**config.mk**
```make
export PLATFORM = sky130hd
export DESIGN_NAME = ampc_top
export DESIGN_NICKNAME = d
export VERILOG_FILES = /design/src/ampc_pkg.sv /design/src/ampc_ch_if.sv /design/src/ampc_top.sv /design/src/ampc_sync.sv /design/src/ampc_chprot.sv
export SDC_FILE = /design/constraint.sdc
export NUM_CORES = 1
export LEC_CHECK = 0
export BUFFER_PORTS_ARGS = -buffer_cell sky130_fd_sc_hd__buf_4
export CORE_MARGIN = 10
export CORE_UTILIZATION = 54
export CTS_CLUSTER_DIAMETER = 80
export DETAILED_ROUTE_END_ITERATION = 8
export GPL_ROUTABILITY_DRIVEN = 1
export GPL_TIMING_DRIVEN = 0
export PLACE_DENSITY = 0.84
export SETUP_SLACK_MARGIN = 0.15
export SYNTH_ARGS = -nofsm -noshare
export SYNTH_HDL_FRONTEND = slang
export SYNTH_SLANG_ARGS = --single-unit
```
**constraint.sdc**
```tcl
create_clock -name clk -period 2.3 [get_ports clk]
set_input_delay 0.23 -clock clk [delete_from_list [all_inputs] [get_ports clk]]
set_output_delay 0.23 -clock clk [all_outputs]
set_load 0.02 [all_outputs]
```
**src/ampc_pkg.sv**
```systemverilog
// Constants, register map and types of the amplifier protection and mode control
package ampc_pkg;
   localparam int unsigned CLK_HZ = 20_000_000;
   localparam int unsigned CLK_KHZ = CLK_HZ / 1000;
   localparam int unsigned RETRY_MS = 16;
   localparam int unsigned MUTE_MS = 20;
   localparam int unsigned QUAL_US = 300;
   localparam int unsigned MISS_US = 80;
   localparam int unsigned FMUTE_US = 100;
   localparam int unsigned RETRY_CYC = RETRY_MS * CLK_KHZ;
   localparam int unsigned MUTE_CYC = MUTE_MS * CLK_KHZ;
   localparam int unsigned QUAL_CYC = (QUAL_US * CLK_KHZ + 999) / 1000;
   localparam int unsigned MISS_CYC = (MISS_US * CLK_KHZ + 999) / 1000;
   localparam int unsigned FMUTE_CYC = (FMUTE_US * CLK_KHZ) / 1000;
   localparam int CNT_W = 19;
   localparam int NCH = 4;
   localparam int SYNC_W = 56;
   // Register byte addresses
   localparam logic [7:0] A_START = 8'h00;
   localparam logic [7:0] A_MODE = 8'h04;
   localparam logic [7:0] A_CFG = 8'h08;
   localparam logic [7:0] A_STAT = 8'h0C;
   // Mode register fields
   localparam int M_FRONT = 0;
   localparam int M_REAR = 1;
   localparam int M_FAST = 2;
   localparam int M_LOWPOP_DIS = 3;
   localparam int M_LF_DIS = 4;
   localparam int M_TEMP_DIS = 5;
   localparam logic [5:0] MODE_RST = 6'h00;
   // Configuration register fields
   localparam int C_CLIPSEL = 0;
   localparam int C_ROUTE = 4;
   localparam int C_CHDIS = 8;
   localparam int C_CLIPEN = 12;
   localparam logic [15:0] CFG_RST = 16'h0000;
   // Fault type bits per channel
   localparam int FT_GND = 0;
   localparam int FT_VP = 1;
   localparam int FT_LOAD = 2;
   localparam int FT_OC = 3;
   typedef enum logic [1:0] {CLIP_2, CLIP_5, CLIP_10} ampc_clip_t;
   typedef enum logic [1:0] {ST_OFF, ST_RAMP, ST_RUN, ST_FMUTE} ampc_state_t;
endpackage

```
**src/ampc_ch_if.sv**
```systemverilog
// Link between the controller and one channel's protection logic
`timescale 1ns/1ns
interface ampc_ch_if;
   logic run;
   logic dis;
   logic sc_gnd;
   logic sc_vp;
   logic sc_load;
   logic vo_low;
   logic i_gt4;
   logic i_gt8;
   logic vo_small;
   logic im_lo;
   logic im_hi;
   logic on;
   logic fault;
   logic [3:0] ftype;
   modport ctl (output run, dis, sc_gnd, sc_vp, sc_load, vo_low, i_gt4, i_gt8,
      vo_small, im_lo, im_hi, input on, fault, ftype);
   modport prot (input run, dis, sc_gnd, sc_vp, sc_load, vo_low, i_gt4, i_gt8,
      vo_small, im_lo, im_hi, output on, fault, ftype);
endinterface

```
**src/ampc_top.sv**
```systemverilog
// Mode, standby, mute, diagnostic and register control of the four-channel amplifier
//
// Local design decisions: the register offsets and the APB register port.
`timescale 1ns/1ns
module ampc_top #(
   parameter int unsigned RETRY_CYC = ampc_pkg::RETRY_CYC, // Short retry interval
   parameter int unsigned MUTE_CYC = ampc_pkg::MUTE_CYC, // Soft mute duration
   parameter int unsigned QUAL_CYC = ampc_pkg::QUAL_CYC // Overcurrent qualify delay
) (
   input wire logic clk, // 20 MHz clock
   input wire logic rst_n, // Synchronous reset, active low
   input wire logic psel, // APB select
   input wire logic penable, // APB enable
   input wire logic pwrite, // APB direction
   input wire logic [7:0] paddr, // APB byte address
   input wire logic [31:0] pwdata, // APB write data
   output logic [31:0] prdata, // APB read data
   output logic pready, // APB ready
   output logic pslverr, // APB error on unmapped address
   input wire logic address_select_pin_gnd, // Address select tied to ground
   input wire logic stb_mid, // Standby pin above standby level
   input wire logic stb_high, // Standby pin at operating level
   input wire logic vp_reset_low, // Supply below reset level
   input wire logic low_batt, // Low battery comparator
   input wire logic over_volt, // Overvoltage comparator
   input wire logic temp_warn, // Thermal pre-warning
   input wire logic svr_final, // Output within final step of target
   input wire logic [3:0] sc_gnd, // Short to ground per channel
   input wire logic [3:0] sc_vp, // Short to supply per channel
   input wire logic [3:0] sc_load, // Short across load per channel
   input wire logic [3:0] vo_low, // Output below 1 V
   input wire logic [3:0] i_gt4, // Load current above 4 A
   input wire logic [3:0] i_gt8, // Load current above 8 A
   input wire logic [3:0] vo_small, // Output below 1.75 V
   input wire logic [3:0] imiss_gt1, // Missing current above 1 A
   input wire logic [3:0] imiss_gt3, // Missing current above 3 A
   input wire logic [3:0] clip_2, // Distortion above 2 %
   input wire logic [3:0] clip_5, // Distortion above 5 %
   input wire logic [3:0] clip_10, // Distortion above 10 %
   output logic diagnostic_output_pin_o, // Diagnostic pin drive level
   output logic diagnostic_output_pin_oe_n, // Diagnostic pin pull, active low
   output logic standby_control_pin_o, // Standby pin drive level
   output logic standby_control_pin_oe_n, // Standby pin clip pull, active low
   output logic amp_on, // Amplifier powered
   output logic [3:0] ch_enable, // Channel output stage on
   output logic soft_mute_front, // Soft mute channels 1 and 3
   output logic soft_mute_rear, // Soft mute channels 2 and 4
   output logic fast_mute, // Fast mute all channels
   output logic mute_ramp, // Soft mute transition running
   output logic slow_ramp // Low-pop output ramp
);
   localparam int W = ampc_pkg::CNT_W;
   localparam int N = ampc_pkg::NCH;
   typedef struct packed {
      ampc_pkg::ampc_state_t state;
      logic [W-1:0] tmr;
      logic [W-1:0] mtmr;
      logic start;
      logic [5:0] mode;
      logic [15:0] cfg;
      logic por;
      logic stb_prev;
      logic amp;
      logic sm_f;
      logic sm_r;
      logic fm;
      logic slow;
      logic diagnostic_output_pin;
      logic stbo;
      logic [31:0] rdata;
      logic err;
   } ampc_top_t;
   ampc_top_t s;
   ampc_top_t next_s;

   function automatic logic ampc_mapped(input logic [7:0] a);
      return (a == ampc_pkg::A_START) | (a == ampc_pkg::A_MODE)
         | (a == ampc_pkg::A_CFG) | (a == ampc_pkg::A_STAT);
   endfunction

   function automatic logic ampc_clip(input logic [1:0] sel, input logic c2,
      input logic c5, input logic c10);
      case (sel)
         ampc_pkg::CLIP_2: ampc_clip = c2;
         ampc_pkg::CLIP_5: ampc_clip = c5;
         default: ampc_clip = c10;
      endcase
   endfunction

   // Every pin level is synchronised before any logic looks at it
   logic [ampc_pkg::SYNC_W-1:0] raw;
   logic [ampc_pkg::SYNC_W-1:0] y;
   logic legacy;
   logic y_stb_mid;
   logic y_stb_high;
   logic y_vp_low;
   logic y_lowb;
   logic y_ovv;
   logic y_temp;
   logic y_svr;
   logic [3:0] y_gnd;
   logic [3:0] y_vp;
   logic [3:0] y_load;
   logic [3:0] y_vlow;
   logic [3:0] y_i4;
   logic [3:0] y_i8;
   logic [3:0] y_vsm;
   logic [3:0] y_im1;
   logic [3:0] y_im3;
   logic [3:0] y_c2;
   logic [3:0] y_c5;
   logic [3:0] y_c10;

   assign raw = {address_select_pin_gnd, stb_mid, stb_high, vp_reset_low, low_batt,
      over_volt, temp_warn, svr_final, sc_gnd, sc_vp, sc_load, vo_low, i_gt4, i_gt8,
      vo_small, imiss_gt1, imiss_gt3, clip_2, clip_5, clip_10};
   assign {legacy, y_stb_mid, y_stb_high, y_vp_low, y_lowb, y_ovv, y_temp, y_svr,
      y_gnd, y_vp, y_load, y_vlow, y_i4, y_i8, y_vsm, y_im1, y_im3,
      y_c2, y_c5, y_c10} = y;

   ampc_sync #(
      .W(ampc_pkg::SYNC_W)
   ) u_sync (
      .clk(clk),
      .rst_n(rst_n),
      .d(raw),
      .q(y)
   );

   logic [3:0] ch_on;
   logic [3:0] ch_fault;
   logic [15:0] ftypes;
   logic [3:0] clip;
   logic [3:0] clip_en;
   logic [3:0] route;
   logic [3:0] clip_diagnostic_output_pin;
   logic [3:0] clip_stb;

   assign clip_en = s.cfg[ampc_pkg::C_CLIPEN +: 4];
   assign route = s.cfg[ampc_pkg::C_ROUTE +: 4];

   genvar g;
   generate
      for (g = 0; g < N; g++) begin : g_ch
         ampc_ch_if cif ();
         assign cif.run = s.amp;
         assign cif.dis = s.cfg[ampc_pkg::C_CHDIS + g];
         assign cif.sc_gnd = y_gnd[g];
         assign cif.sc_vp = y_vp[g];
         assign cif.sc_load = y_load[g];
         assign cif.vo_low = y_vlow[g];
         assign cif.i_gt4 = y_i4[g];
         assign cif.i_gt8 = y_i8[g];
         assign cif.vo_small = y_vsm[g];
         assign cif.im_lo = y_im1[g];
         assign cif.im_hi = y_im3[g];
         assign ch_on[g] = cif.on;
         assign ch_fault[g] = cif.fault;
         assign ftypes[4*g +: 4] = cif.ftype;
         // Legacy mode has no threshold latch and uses the lowest level
         assign clip[g] = legacy ? y_c2[g]
            : ampc_clip(s.cfg[ampc_pkg::C_CLIPSEL +: 2], y_c2[g], y_c5[g], y_c10[g]);
         ampc_chprot #(
            .RETRY_CYC(RETRY_CYC),
            .QUAL_CYC(QUAL_CYC)
         ) u_prot (
            .clk(clk),
            .rst_n(rst_n),
            .c(cif)
         );
      end
   endgenerate

   assign clip_stb = legacy ? 4'h0 : (clip & clip_en & route);
   assign clip_diagnostic_output_pin = legacy ? clip : (clip & clip_en & ~route);

   logic por_ev;
   logic go;
   logic req_f;
   logic req_r;
   logic req_fast;
   logic fault_any;
   logic temp_rep;
   logic lf_rep;
   logic wr;
   logic [31:0] stat;

   // In bus mode the mid comparator is the two-level standby threshold
   assign por_ev = ~legacy & ((y_stb_mid & ~s.stb_prev) | y_vp_low);
   assign go = legacy ? y_stb_mid : (s.start & y_stb_mid & ~s.por);
   assign req_f = legacy ? ~y_stb_high : s.mode[ampc_pkg::M_FRONT];
   assign req_r = legacy ? ~y_stb_high : s.mode[ampc_pkg::M_REAR];
   assign req_fast = ~legacy & s.mode[ampc_pkg::M_FAST];
   assign fault_any = |ch_fault;
   // Disabling a report gates only the pin; status reads stay live
   assign temp_rep = legacy | ~s.mode[ampc_pkg::M_TEMP_DIS];
   assign lf_rep = legacy | ~s.mode[ampc_pkg::M_LF_DIS];
   assign wr = psel & penable & pwrite;
   assign stat = {ftypes, ch_on, clip, s.por, y_temp, y_lowb, fault_any, s.sm_f | s.sm_r
      | s.fm ? s.mtmr != '0 : 1'b0, legacy, s.state};

   always_comb begin
      next_s = s;
      next_s.stb_prev = y_stb_mid;
      case (s.state)
         ampc_pkg::ST_OFF: begin
            if (go) begin
               next_s.state = ampc_pkg::ST_RAMP;
            end
         end
         ampc_pkg::ST_RAMP: begin
            if (!go) begin
               next_s.state = ampc_pkg::ST_OFF;
            end else if (y_svr) begin
               next_s.state = ampc_pkg::ST_RUN;
            end
         end
         ampc_pkg::ST_RUN: begin
            if (!go) begin
               next_s.state = ampc_pkg::ST_FMUTE;
               next_s.tmr = W'(ampc_pkg::FMUTE_CYC - 1);
            end
         end
         ampc_pkg::ST_FMUTE: begin
            if (s.tmr == '0) begin
               next_s.state = ampc_pkg::ST_OFF;
            end else begin
               next_s.tmr = s.tmr - 1'b1;
            end
         end
         default: next_s.state = ampc_pkg::ST_OFF;
      endcase
      if (y_vp_low) begin
         next_s.state = ampc_pkg::ST_OFF;
      end
      next_s.amp = (s.state != ampc_pkg::ST_OFF);
      // Mute is held through start-up and released only from the run state
      next_s.sm_f = (s.state != ampc_pkg::ST_RUN) | req_f;
      next_s.sm_r = (s.state != ampc_pkg::ST_RUN) | req_r;
      next_s.fm = (s.state == ampc_pkg::ST_FMUTE)
         | ((s.state == ampc_pkg::ST_RUN) & req_fast);
      if ((next_s.sm_f != s.sm_f) | (next_s.sm_r != s.sm_r) | (s.fm & ~next_s.fm)) begin
         next_s.mtmr = W'(MUTE_CYC - 1);
      end else if (s.mtmr != '0) begin
         next_s.mtmr = s.mtmr - 1'b1;
      end
      next_s.slow = (s.state != ampc_pkg::ST_RUN) & ~s.mode[ampc_pkg::M_LOWPOP_DIS];
      if (wr) begin
         case (paddr)
            ampc_pkg::A_START: begin
               next_s.start = pwdata[0];
               if (pwdata[0]) begin
                  next_s.por = 1'b0;
               end
            end
            ampc_pkg::A_MODE: next_s.mode = pwdata[5:0];
            ampc_pkg::A_CFG: next_s.cfg = pwdata[15:0];
            default: next_s.err = 1'b0;
         endcase
      end
      // Power-on reset after the write so that it wins over a clear
      if (por_ev) begin
         next_s.por = 1'b1;
         next_s.start = 1'b0;
         next_s.mode = ampc_pkg::MODE_RST;
         next_s.cfg = ampc_pkg::CFG_RST;
      end
      next_s.diagnostic_output_pin = (~legacy & s.por) | y_lowb | y_ovv | (temp_rep & y_temp)
         | (lf_rep & fault_any) | (|clip_diagnostic_output_pin);
      next_s.stbo = |clip_stb;
      if (psel & ~penable) begin
         next_s.err = ~ampc_mapped(paddr);
         case (paddr)
            ampc_pkg::A_START: next_s.rdata = 32'(s.start);
            ampc_pkg::A_MODE: next_s.rdata = 32'(s.mode);
            ampc_pkg::A_CFG: next_s.rdata = 32'(s.cfg);
            ampc_pkg::A_STAT: next_s.rdata = stat;
            default: next_s.rdata = 32'h0000_0000;
         endcase
      end
   end

   always_ff @(posedge clk) begin
      if (!rst_n) begin
         s <= '0;
         s.mode <= ampc_pkg::MODE_RST;
         s.cfg <= ampc_pkg::CFG_RST;
      end else begin
         s <= next_s;
      end
   end

   assign prdata = s.rdata;
   assign pready = 1'b1;
   assign pslverr = psel & penable & s.err;
   assign diagnostic_output_pin_o = 1'b0;
   assign diagnostic_output_pin_oe_n = ~s.diagnostic_output_pin;
   assign standby_control_pin_o = 1'b0;
   assign standby_control_pin_oe_n = ~s.stbo;
   assign amp_on = s.amp;
   assign ch_enable = ch_on;
   assign soft_mute_front = s.sm_f;
   assign soft_mute_rear = s.sm_r;
   assign fast_mute = s.fm;
   assign mute_ramp = (s.mtmr != '0);
   assign slow_ramp = s.slow;
endmodule

```
**src/ampc_sync.sv**
```systemverilog
// Two-flop synchroniser for a bus of independent levels
`timescale 1ns/1ns
module ampc_sync #(
   parameter int W = 8 // Bus width
) (
   input wire logic clk, // Clock
   input wire logic rst_n, // Synchronous reset, active low
   input wire logic [W-1:0] d, // Asynchronous levels
   output logic [W-1:0] q // Synchronised levels
);
   typedef struct packed {
      logic [W-1:0] meta;
      logic [W-1:0] stable;
   } ampc_sync_t;
   ampc_sync_t s;
   ampc_sync_t next_s;
   always_comb begin
      next_s.meta = d;
      next_s.stable = s.meta;
   end
   always_ff @(posedge clk) begin
      if (!rst_n) begin
         s <= '0;
      end else begin
         s <= next_s;
      end
   end
   assign q = s.stable;
endmodule

```
**src/ampc_chprot.sv**
```systemverilog
// Short, safe-operating-area and missing-current protection of one channel
`timescale 1ns/1ns
module ampc_chprot #(
   parameter int unsigned RETRY_CYC = ampc_pkg::RETRY_CYC, // Off time after a trip
   parameter int unsigned QUAL_CYC = ampc_pkg::QUAL_CYC // Low-voltage overcurrent delay
) (
   input wire logic clk, // Clock
   input wire logic rst_n, // Synchronous reset, active low
   ampc_ch_if.prot c // Channel link
);
   localparam int W = ampc_pkg::CNT_W;
   typedef struct packed {
      logic [W-1:0] retry;
      logic [W-1:0] qual;
      logic [W-1:0] miss;
      logic on;
      logic [3:0] ftype;
   } ampc_chst_t;
   ampc_chst_t s;
   ampc_chst_t next_s;
   logic short_any;
   logic soa_lo;
   logic soa_hi;
   logic miss_c;
   logic trip;
   assign short_any = c.sc_gnd | c.sc_vp | c.sc_load;
   assign soa_lo = c.vo_low & c.i_gt4;
   assign soa_hi = ~c.vo_low & c.i_gt8;
   assign miss_c = c.vo_small ? c.im_lo : c.im_hi;
   // Only a live channel can trip; comparators are meaningless while it is off
   assign trip = s.on & (short_any
      | soa_hi
      | (soa_lo & (s.qual == W'(QUAL_CYC)))
      | (miss_c & (s.miss == W'(ampc_pkg::MISS_CYC - 1))));
   always_comb begin
      next_s = s;
      next_s.qual = (s.on & soa_lo) ? s.qual + 1'b1 : '0;
      next_s.miss = (s.on & miss_c) ? s.miss + 1'b1 : '0;
      if (s.retry != '0) begin
         next_s.retry = s.retry - 1'b1;
      end
      if (trip) begin
         next_s.retry = W'(RETRY_CYC - 1);
         next_s.ftype[ampc_pkg::FT_GND] = c.sc_gnd;
         next_s.ftype[ampc_pkg::FT_VP] = c.sc_vp;
         next_s.ftype[ampc_pkg::FT_LOAD] = c.sc_load;
         next_s.ftype[ampc_pkg::FT_OC] = soa_lo | soa_hi | miss_c;
      end
      // Retry restores the channel; a kept short or soa_hi fault trips it again next cycle
      next_s.on = c.run & ~c.dis & ~trip & (next_s.retry == '0);
   end
   always_ff @(posedge clk) begin
      if (!rst_n) begin
         s <= '0;
      end else begin
         s <= next_s;
      end
   end
   assign c.on = s.on;
   assign c.fault = (s.retry != '0);
   assign c.ftype = s.ftype;
endmodule

```
==> results of run 1 <==
-- flip-flops by register name, indices dropped and copies added, names as in the netlist, named ones only --
signal / count
soft_mute_rear: 1
prdata: 32
u_sync.q: 56
u_sync.next_s: 56
amp_on: 1
g_ch.u_prot.c.ftype: 16
g_ch.u_prot.s: 228
clip_en: 4
slow_ramp: 1
soft_mute_front: 1
g_ch.u_prot.c.on: 4
route: 4
g_ch.cif.dis: 4
s: 55
fast_mute: 1
-- metal layers --
layer	part of all wire [%]	vias to the layer above	GRT usage, %
met5	0	-	0
met4	3.6	0	9.02
met3	7.8	153	4.09
met2	49	754	38.4
met1	40	8109	27.2
li1	-	8038	-
-- what timing repair did --
item,CTS,global route
pin swaps,23,57
endpoints found under the setup margin,169,153
hold buffers,72,0
gates cloned,0,3
setup buffers,24,34
hold endpoints to repair,80,0
resized for setup,97,141
-- cells by family after synthesis --
family | share of synthesized area [%]
compound gates | 9.25
buf+inv | 4.00
other cells | 0.0391
simple gates | 26.7
mux | 1.75
flops | 48.5
xor+xnor | 8.54
fa+ha+maj | 1.17
-- worst reg2reg max path: cells and delay by family, from the launching register on --
family,cells,cell delay [ps]
and+or+nand+nor,4,1630
DFF,1,350
AOI/OAI and AO/OA,2,330
buffers and inverters,1,160
-- through the flow --
stage | utilization [%] | area (um2) | worst slack (ps) | hold WS [ps] | total power, mW
after floorplan | - | 19200 | -70.0 | 357 | 13.6
after global placement | 59.7 | 20800 | -444 | 418 | 14.6
after detailed placement | 59.7 | 20800 | -448 | 417 | 14.8
after CTS | 67.9 | 23600 | -215 | 226 | 23.4
final | 70.0 | 24400 | -288 | 239 | 24.8
after global routing | 70.0 | 24400 | -363 | 251 | 25.7
-- layout by cell type, fill, tap and decap left out, drive strengths merged, types with 5 or more instances in the layout --
master       netlist  layout
dfxtp            465     465
nor2             279     280
buf               43     240
nand2            174     174
a21oi            145     145
clkbuf            77     133
and2             122     122
xor2             110     110
nand3             95      95
xnor2             77      77
dlygate4sd3        0      72
o21ai             62      62
nor3              49      49
inv               45      46
or3               46      46
nor4              42      42
and3              40      40
nand4             32      32
mux2i             28      28
nor2b             26      26
nand2b            19      19
or4               19      19
ha                18      18
nand3b            17      17
a22oi             14      14
a31oi             11      12
o41ai             11      11
a22o              10      10
nand4b             9       9
nor3b              8       8
nor4b              7       7
or2                7       7
and4               6       6
o21a               6       6
clkinv             0       6
a211oi             6       6
o31ai              5       5
-- cells in the mapped netlist (all sizes together), types with 26 or more instances --
master	count
mux2i	28
nand4	32
buf	43
inv	45
nand2	174
dfxtp	465
o21ai	62
clkbuf	77
nand3	95
nor3	49
a21oi	145
xor2	110
xnor2	77
nor2b	26
and2	122
nor2	279
or3	46
and3	40
nor4	42
-- worst max path at each step --
stage | to | startpoint | slack, ps
floorplan | s[34] | g_ch[1].u_prot.s[58] | -70
global route | g_ch[1].u_prot.c.on | g_ch[1].u_prot.s[58] | -360
CTS | s[34] | g_ch[1].u_prot.s[58] | -220
detailed placement | g_ch[0].u_prot.s[48] | g_ch[0].u_prot.s[5] | -450
global placement | g_ch[2].u_prot.s[30] | rst_n | -440
finish | s[34] | g_ch[1].u_prot.s[52] | -290
-- power by group through the flow --
stage / clock network [mW] / registers (mW) / logic, mW
floorplan: 0 / 9.34 / 4.23
detailed placement: 0 / 9.50 / 5.29
global route: 8.02 / 9.61 / 8.08
global placement: 0 / 9.46 / 5.15
CTS: 7.69 / 9.41 / 6.31
finish: 7.66 / 9.55 / 7.54
-- final cells by class --
class	instances	area, um2	share of cell area [%]
Buffer	120	693	2.85
Timing Repair Buffer	259	2150	8.83
Multi-Input combinational cell	1545	9880	40.6
Inverter	45	169	0.694
Clock inverter	14	181	0.745
Tap cell	455	569	2.34
Clock buffer	66	1360	5.57
Sequential cell	465	9350	38.4
==> metrics.cfg, run 1 <==
[critical_path]
crit_path_max_delay_cell_type=sky130_fd_sc_hd__or4_4
setup.worst_path.start_class=flip-flop
path_max_fanout=6
critPathRequiredTime_ps=2720
cp_common_cell=sky130_fd_sc_hd__or4_4
rr_worst_depth=7
setup.worst_path.end_class=flip-flop
critical_path.reg2reg.endpoint=s[34]
critPathTopFamily=simple AND/OR/NAND/NOR gates
critPathArrivalTime_ps=3010
crit_chain=or4_4 > or4_4 > or2_0 > buf_4 > and4bb_2 > o21ai_1 > o31a_1
critical_path_depth=7
ff2ff_setup_slack_ps=-290
reg2reg_from=g_ch[1].u_prot.s[52]
path_buf_inv=1
slowest_delay_ps=560
setup_crit_path_kind=flip-flop to flip-flop

[placed_design]
numPortBuffers=128
gpl.final_weighted_congestion=0.991
dp_cells=2756
dp.final_hpwl_um=35500

[global_routing]
grt.total_usage_pct=22.4
grt_antenna_before_repair=0
grt_first_pass_wirelength_um=82800
grt_start_max_net_pins=15
grt_pass1_vias=16500
gr-total-overflow=0

[sta]
slew-limit-headroom_pct=39.4
setup_ws_ps=-288
report.final.setup_viol=6
totalNegativeSetupSlack_ps=-1100
timing.final.crit_period_ps=2590
max_clock_freq_mhz=386
worst-slew-pin-transition_ps=909
final_cycle_share_pct=113
finalHoldViolations=0
skew_ps=17.9
slew_limit_fails=0
setup_repair_after_global_routing_missed_its_margin=true

[clock_tree]
h-tree-depth=2
cts_inserted_buffers=46
clkTransAtPathRegs_ps=60
cts_tree=yes
numClockSinks=465
worstSkewPairLatency_ps=540
clock-root-buffer=sky130_fd_sc_hd__clkbuf_16
cts_buffer_depth=3

[finish]
num-nets-final=2601
post_layout_nonfiller_instances=2969
insertedDiodeCount=0
drive_above_1_share_pct=18.9
layout-area-overhead-vs-synth_pct=26.9
fillerInstances=2397

[die]
core_area_um2=34800
top_level_ports=149
design.die.area_um2=43500
initial_utilization_pct=55.1
die_x_um=208
die_span_y_um=208
row_count=68

[synthesis]
synth_top_flop_cell=sky130_fd_sc_hd__dfxtp_1
ys_top_cells_by_area=sky130_fd_sc_hd__dfxtp_1 (49%), sky130_fd_sc_hd__nor2_1 (5.5%), sky130_fd_sc_hd__xor2_1 (5.0%), sky130_fd_sc_hd__and2_1 (4.0%), sky130_fd_sc_hd__a21oi_1 (3.8%)
netlist-cell-type-count=71
synth_sequential_area_ratio_pct=48.5
post-synth-top-area-cell=sky130_fd_sc_hd__dfxtp_1
ys_seq_elements=465
synth_enable_flop_cells=0
postSynth.asyncResetShare_pct=0
fraction_of_synthesized_cell_area_taken_by_the_top_area_cell_type_pct=48.5
synth.avg_cell_area_um2=8.83
yosys_warn_count=0
mappedNetlistArea_um2=19200
synth_cells=2172

[power]
power_report.internal_total_mw=16.7
power.static_leakage_nw=9.24
combinationalPowerShare_pct=30.5
vdd_ir_drop_max_uv=663
power.share.switching_pct=32.4
power.net_switching_mw=8.01
power.sequential.fraction_pct=38.6
power.density_cell_area_nw_per_um2=1020
power_frac_clock_pct=31.0

[route]
drt-vias-per-instance=5.74
vias=17100
detailedRoute.firstIterationViolations=1525
drcViolationCount=0
detail_route.first_pass.iterations=7
wl_um=54200
drtAntennaViolNets=0
wl_per_cell_um=18.3

[run_status]
failed_checks=negative setup slack
outcome=complete, but fails checks

[min_path]
timing.hold.worst.class=input port to flip-flop
worstHoldPathCells=5
min_from=paddr[1]
min_to=prdata[4]

[run]
max_cap_viol_count=0

Power figures use the tool's default switching activity.
==> run 2: changes to the inputs <==
--- a/config.mk
+++ b/config.mk
@@ -12,7 +12,7 @@
 export DETAILED_ROUTE_END_ITERATION = 8
 export GPL_ROUTABILITY_DRIVEN = 1
 export GPL_TIMING_DRIVEN = 0
-export PLACE_DENSITY = 0.84
+export PLACE_DENSITY = 0.76
 export SETUP_SLACK_MARGIN = 0.15
 export SYNTH_ARGS = -nofsm -noshare
 export SYNTH_HDL_FRONTEND = slang
==> metrics.cfg, run 2 (synthesis results as in run 1) <==
[critical_path]
path_max_fanout=5  ; was 6
setup.worst_path.end_class=flip-flop  ; unchanged
setup.worst_path.start_class=flip-flop  ; unchanged
slowest_delay_ps=540  ; was 560 ps
critPathArrivalTime_ps=3050  ; was 3010 ps
critical_path_depth=9  ; was 7
critical_path.reg2reg.endpoint=g_ch[1].u_prot.c.on  ; was s[34]
ff2ff_setup_slack_ps=-290  ; about the same
rr_worst_depth=9  ; was 7
critPathTopFamily=simple AND/OR/NAND/NOR gates  ; unchanged
path_buf_inv=2  ; was 1
reg2reg_from=g_ch[1].u_prot.s[56]  ; was g_ch[1].u_prot.s[52]
crit_chain=or3_4 > buf_8 > or4_4 > or2_0 > buf_4 > o22a_1 > nor2_1 > nand3_1 > nor4_2  ; was or4_4 > or4_4 > or2_0 > buf_4 > and4bb_2 > o21ai_1 > o31a_1
setup_crit_path_kind=flip-flop to flip-flop  ; unchanged
critPathRequiredTime_ps=2760  ; was 2720 ps
crit_path_max_delay_cell_type=sky130_fd_sc_hd__or4_4  ; unchanged

[route]
vias=16700  ; was 17100
detail_route.first_pass.iterations=5  ; was 7
wl_per_cell_um=17.6  ; was 18.3 um
detailedRoute.firstIterationViolations=996  ; was 1525
drt-vias-per-instance=5.59  ; was 5.74
drtAntennaViolNets=0  ; unchanged
drcViolationCount=0  ; unchanged
wl_um=52500  ; was 54200 um

[sta]
skew_ps=24.4  ; was 17.9 ps
final_cycle_share_pct=113  ; about the same
slew_limit_fails=0  ; unchanged
setup_repair_after_global_routing_missed_its_margin=true  ; unchanged
finalHoldViolations=0  ; unchanged
worst_hold_slack_ps=222  ; was 239 ps
worst-slew-pin-transition_ps=860  ; was 909 ps
slew-limit-headroom_pct=42.7  ; was 39.4%
report.final.setup_viol=9  ; was 6
max_clock_freq_mhz=386  ; about the same
setup_ws_ps=-291  ; was -288 ps
timing.final.crit_period_ps=2590  ; about the same
totalNegativeSetupSlack_ps=-1320  ; was -1100 ps

[finish]
largest_register_ffs=228  ; unchanged
layout.cells.most_common_list=sky130_fd_sc_hd__dfxtp_1 (446), sky130_fd_sc_hd__nor2_1 (271), sky130_fd_sc_hd__buf_4 (229)  ; was sky130_fd_sc_hd__dfxtp_1 (442), sky130_fd_sc_hd__nor2_1 (276), sky130_fd_sc_hd__buf_4 (221)
post-route-cell-area_um2=24800  ; was 24400 um2
drive_above_1_share_pct=20.0  ; was 18.9%
multi_input_comb_area_um2=10000  ; was 9880 um2
most_flops_register=g_ch.u_prot.s  ; unchanged
register_area_um2=9360  ; was 9350 um2
layout-area-overhead-vs-synth_pct=29.1  ; was 26.9%
fillerInstances=2515  ; was 2397
insertedDiodeCount=0  ; unchanged
layout_commonest_cell=sky130_fd_sc_hd__dfxtp_1  ; unchanged
post_route_core_utilization_pct=71.2  ; was 70.0%
post_layout_nonfiller_instances=2987  ; was 2969
num-nets-final=2615  ; was 2601

[die]
top_level_ports=149  ; unchanged
row_count=68  ; unchanged
design.die.area_um2=43500  ; unchanged
die_x_um=208  ; unchanged
initial_utilization_pct=55.1  ; unchanged
die_span_y_um=208  ; unchanged
core_area_um2=34800  ; unchanged

[placed_design]
gpl.final_weighted_congestion=0.912  ; was 0.991
dp.final_hpwl_um=34300  ; was 35500 um
dp_cells=2756  ; unchanged
numPortBuffers=128  ; unchanged
post_dp_cell_area_um2=20800  ; unchanged

[clock_tree]
clkTransAtPathRegs_ps=60  ; about the same
h-tree-depth=2  ; unchanged
clock-root-buffer=sky130_fd_sc_hd__clkbuf_16  ; unchanged
cts_tree=yes  ; unchanged
worstSkewPairLatency_ps=580  ; was 540 ps
cts_inserted_buffers=47  ; was 46
numClockSinks=465  ; unchanged
cts_buffer_depth=3  ; unchanged

[min_path]
min_from=paddr[2]  ; was paddr[1]
timing.hold.worst.class=input port to flip-flop  ; unchanged
min_to=s[0]  ; was prdata[4]
worstHoldPathCells=5  ; unchanged

[run_status]
failed_checks=negative setup slack  ; unchanged
outcome=complete, but fails checks  ; unchanged

[global_routing]
grt_first_pass_wirelength_um=81300  ; was 82800 um
grt_antenna_before_repair=0  ; unchanged
grt_start_max_net_pins=17  ; was 15
gr-total-overflow=0  ; unchanged
grt_pass1_vias=16100  ; was 16500
grt.total_usage_pct=22.0  ; was 22.4%

[power]
power.static_leakage_nw=9.44  ; was 9.24 nW
vdd_ir_drop_max_uv=622  ; was 663 uV
power.density_cell_area_nw_per_um2=1010  ; was 1020 nW/um2

[run]
max_cap_viol_count=0  ; unchanged

## run 2: worst max path at each step
stage / start / to / slack [ps]
after floorplan: g_ch[1].u_prot.s[58] / s[34] / -70
after detailed placement: rst_n / g_ch[2].u_prot.s[35] / -610
after global routing: g_ch[1].u_prot.s[58] / s[34] / -340
final: g_ch[1].u_prot.s[56] / g_ch[1].u_prot.c.on / -290
after CTS: g_ch[1].u_prot.s[58] / s[34] / -280
after global placement: rst_n / g_ch[2].u_prot.s[30] / -580
## run 2: layout make-up
cell class,count,area share (%)
multi-input cells,1544,40.4
well taps,455,2.30
plain buffers,120,2.80
repair buffers,273,9.25
flip-flops and latches,465,37.8
inverters,45,0.682
clock inverters,20,1.34
clock buffers,65,5.43
## run 2: per-layer routing
| metal | vias to the layer above | part of all wire, % | wire length (um) | track usage, % |
|---|---|---|---|---|
| met1 | 7935 | 42 | 22100 | 27.3 |
| met3 | 135 | 6.2 | 3280 | 3.61 |
| met5 | - | 0 | 0 | 0 |
| met2 | 566 | 48 | 25200 | 37.7 |
| met4 | 0 | 3.7 | 1930 | 8.19 |
| li1 | 8073 | - | - | - |
## run 2: tightest hold or removal path, stage by stage
cell and delay [ps]:
sky130_fd_sc_hd__buf_4 120, sky130_fd_sc_hd__nand2_1 80, sky130_fd_sc_hd__a21o_1 170, sky130_fd_sc_hd__nand3_1 90, sky130_fd_sc_hd__a21oi_1 60
## run 2: power breakdown
group / internal (mW) / switching, mW / leakage (nW)
Clock: 4.92 / 3.27 / 0.811
Combinational: 3.50 / 3.87 / 4.83
Sequential: 8.73 / 0.736 / 3.80
Total: 17.1 / 7.88 / 9.44
## run 2: what timing repair did
item,in CTS,in global routing
hold endpoints to repair,80,0
setup buffers,33,39
gates cloned,0,2
hold buffers,72,0
setup endpoints to repair,182,143
pin swaps,28,79
resized for setup,109,161
## run 2: stage by stage
stage	setup WS (ps)	total power, mW
3_3_place_gp	-580	14.6
2_1_floorplan	-70.0	13.6
5_1_grt	-345	26.2
6_report	-291	25.0
3_5_place_dp	-611	14.8
4_1_cts	-277	23.9
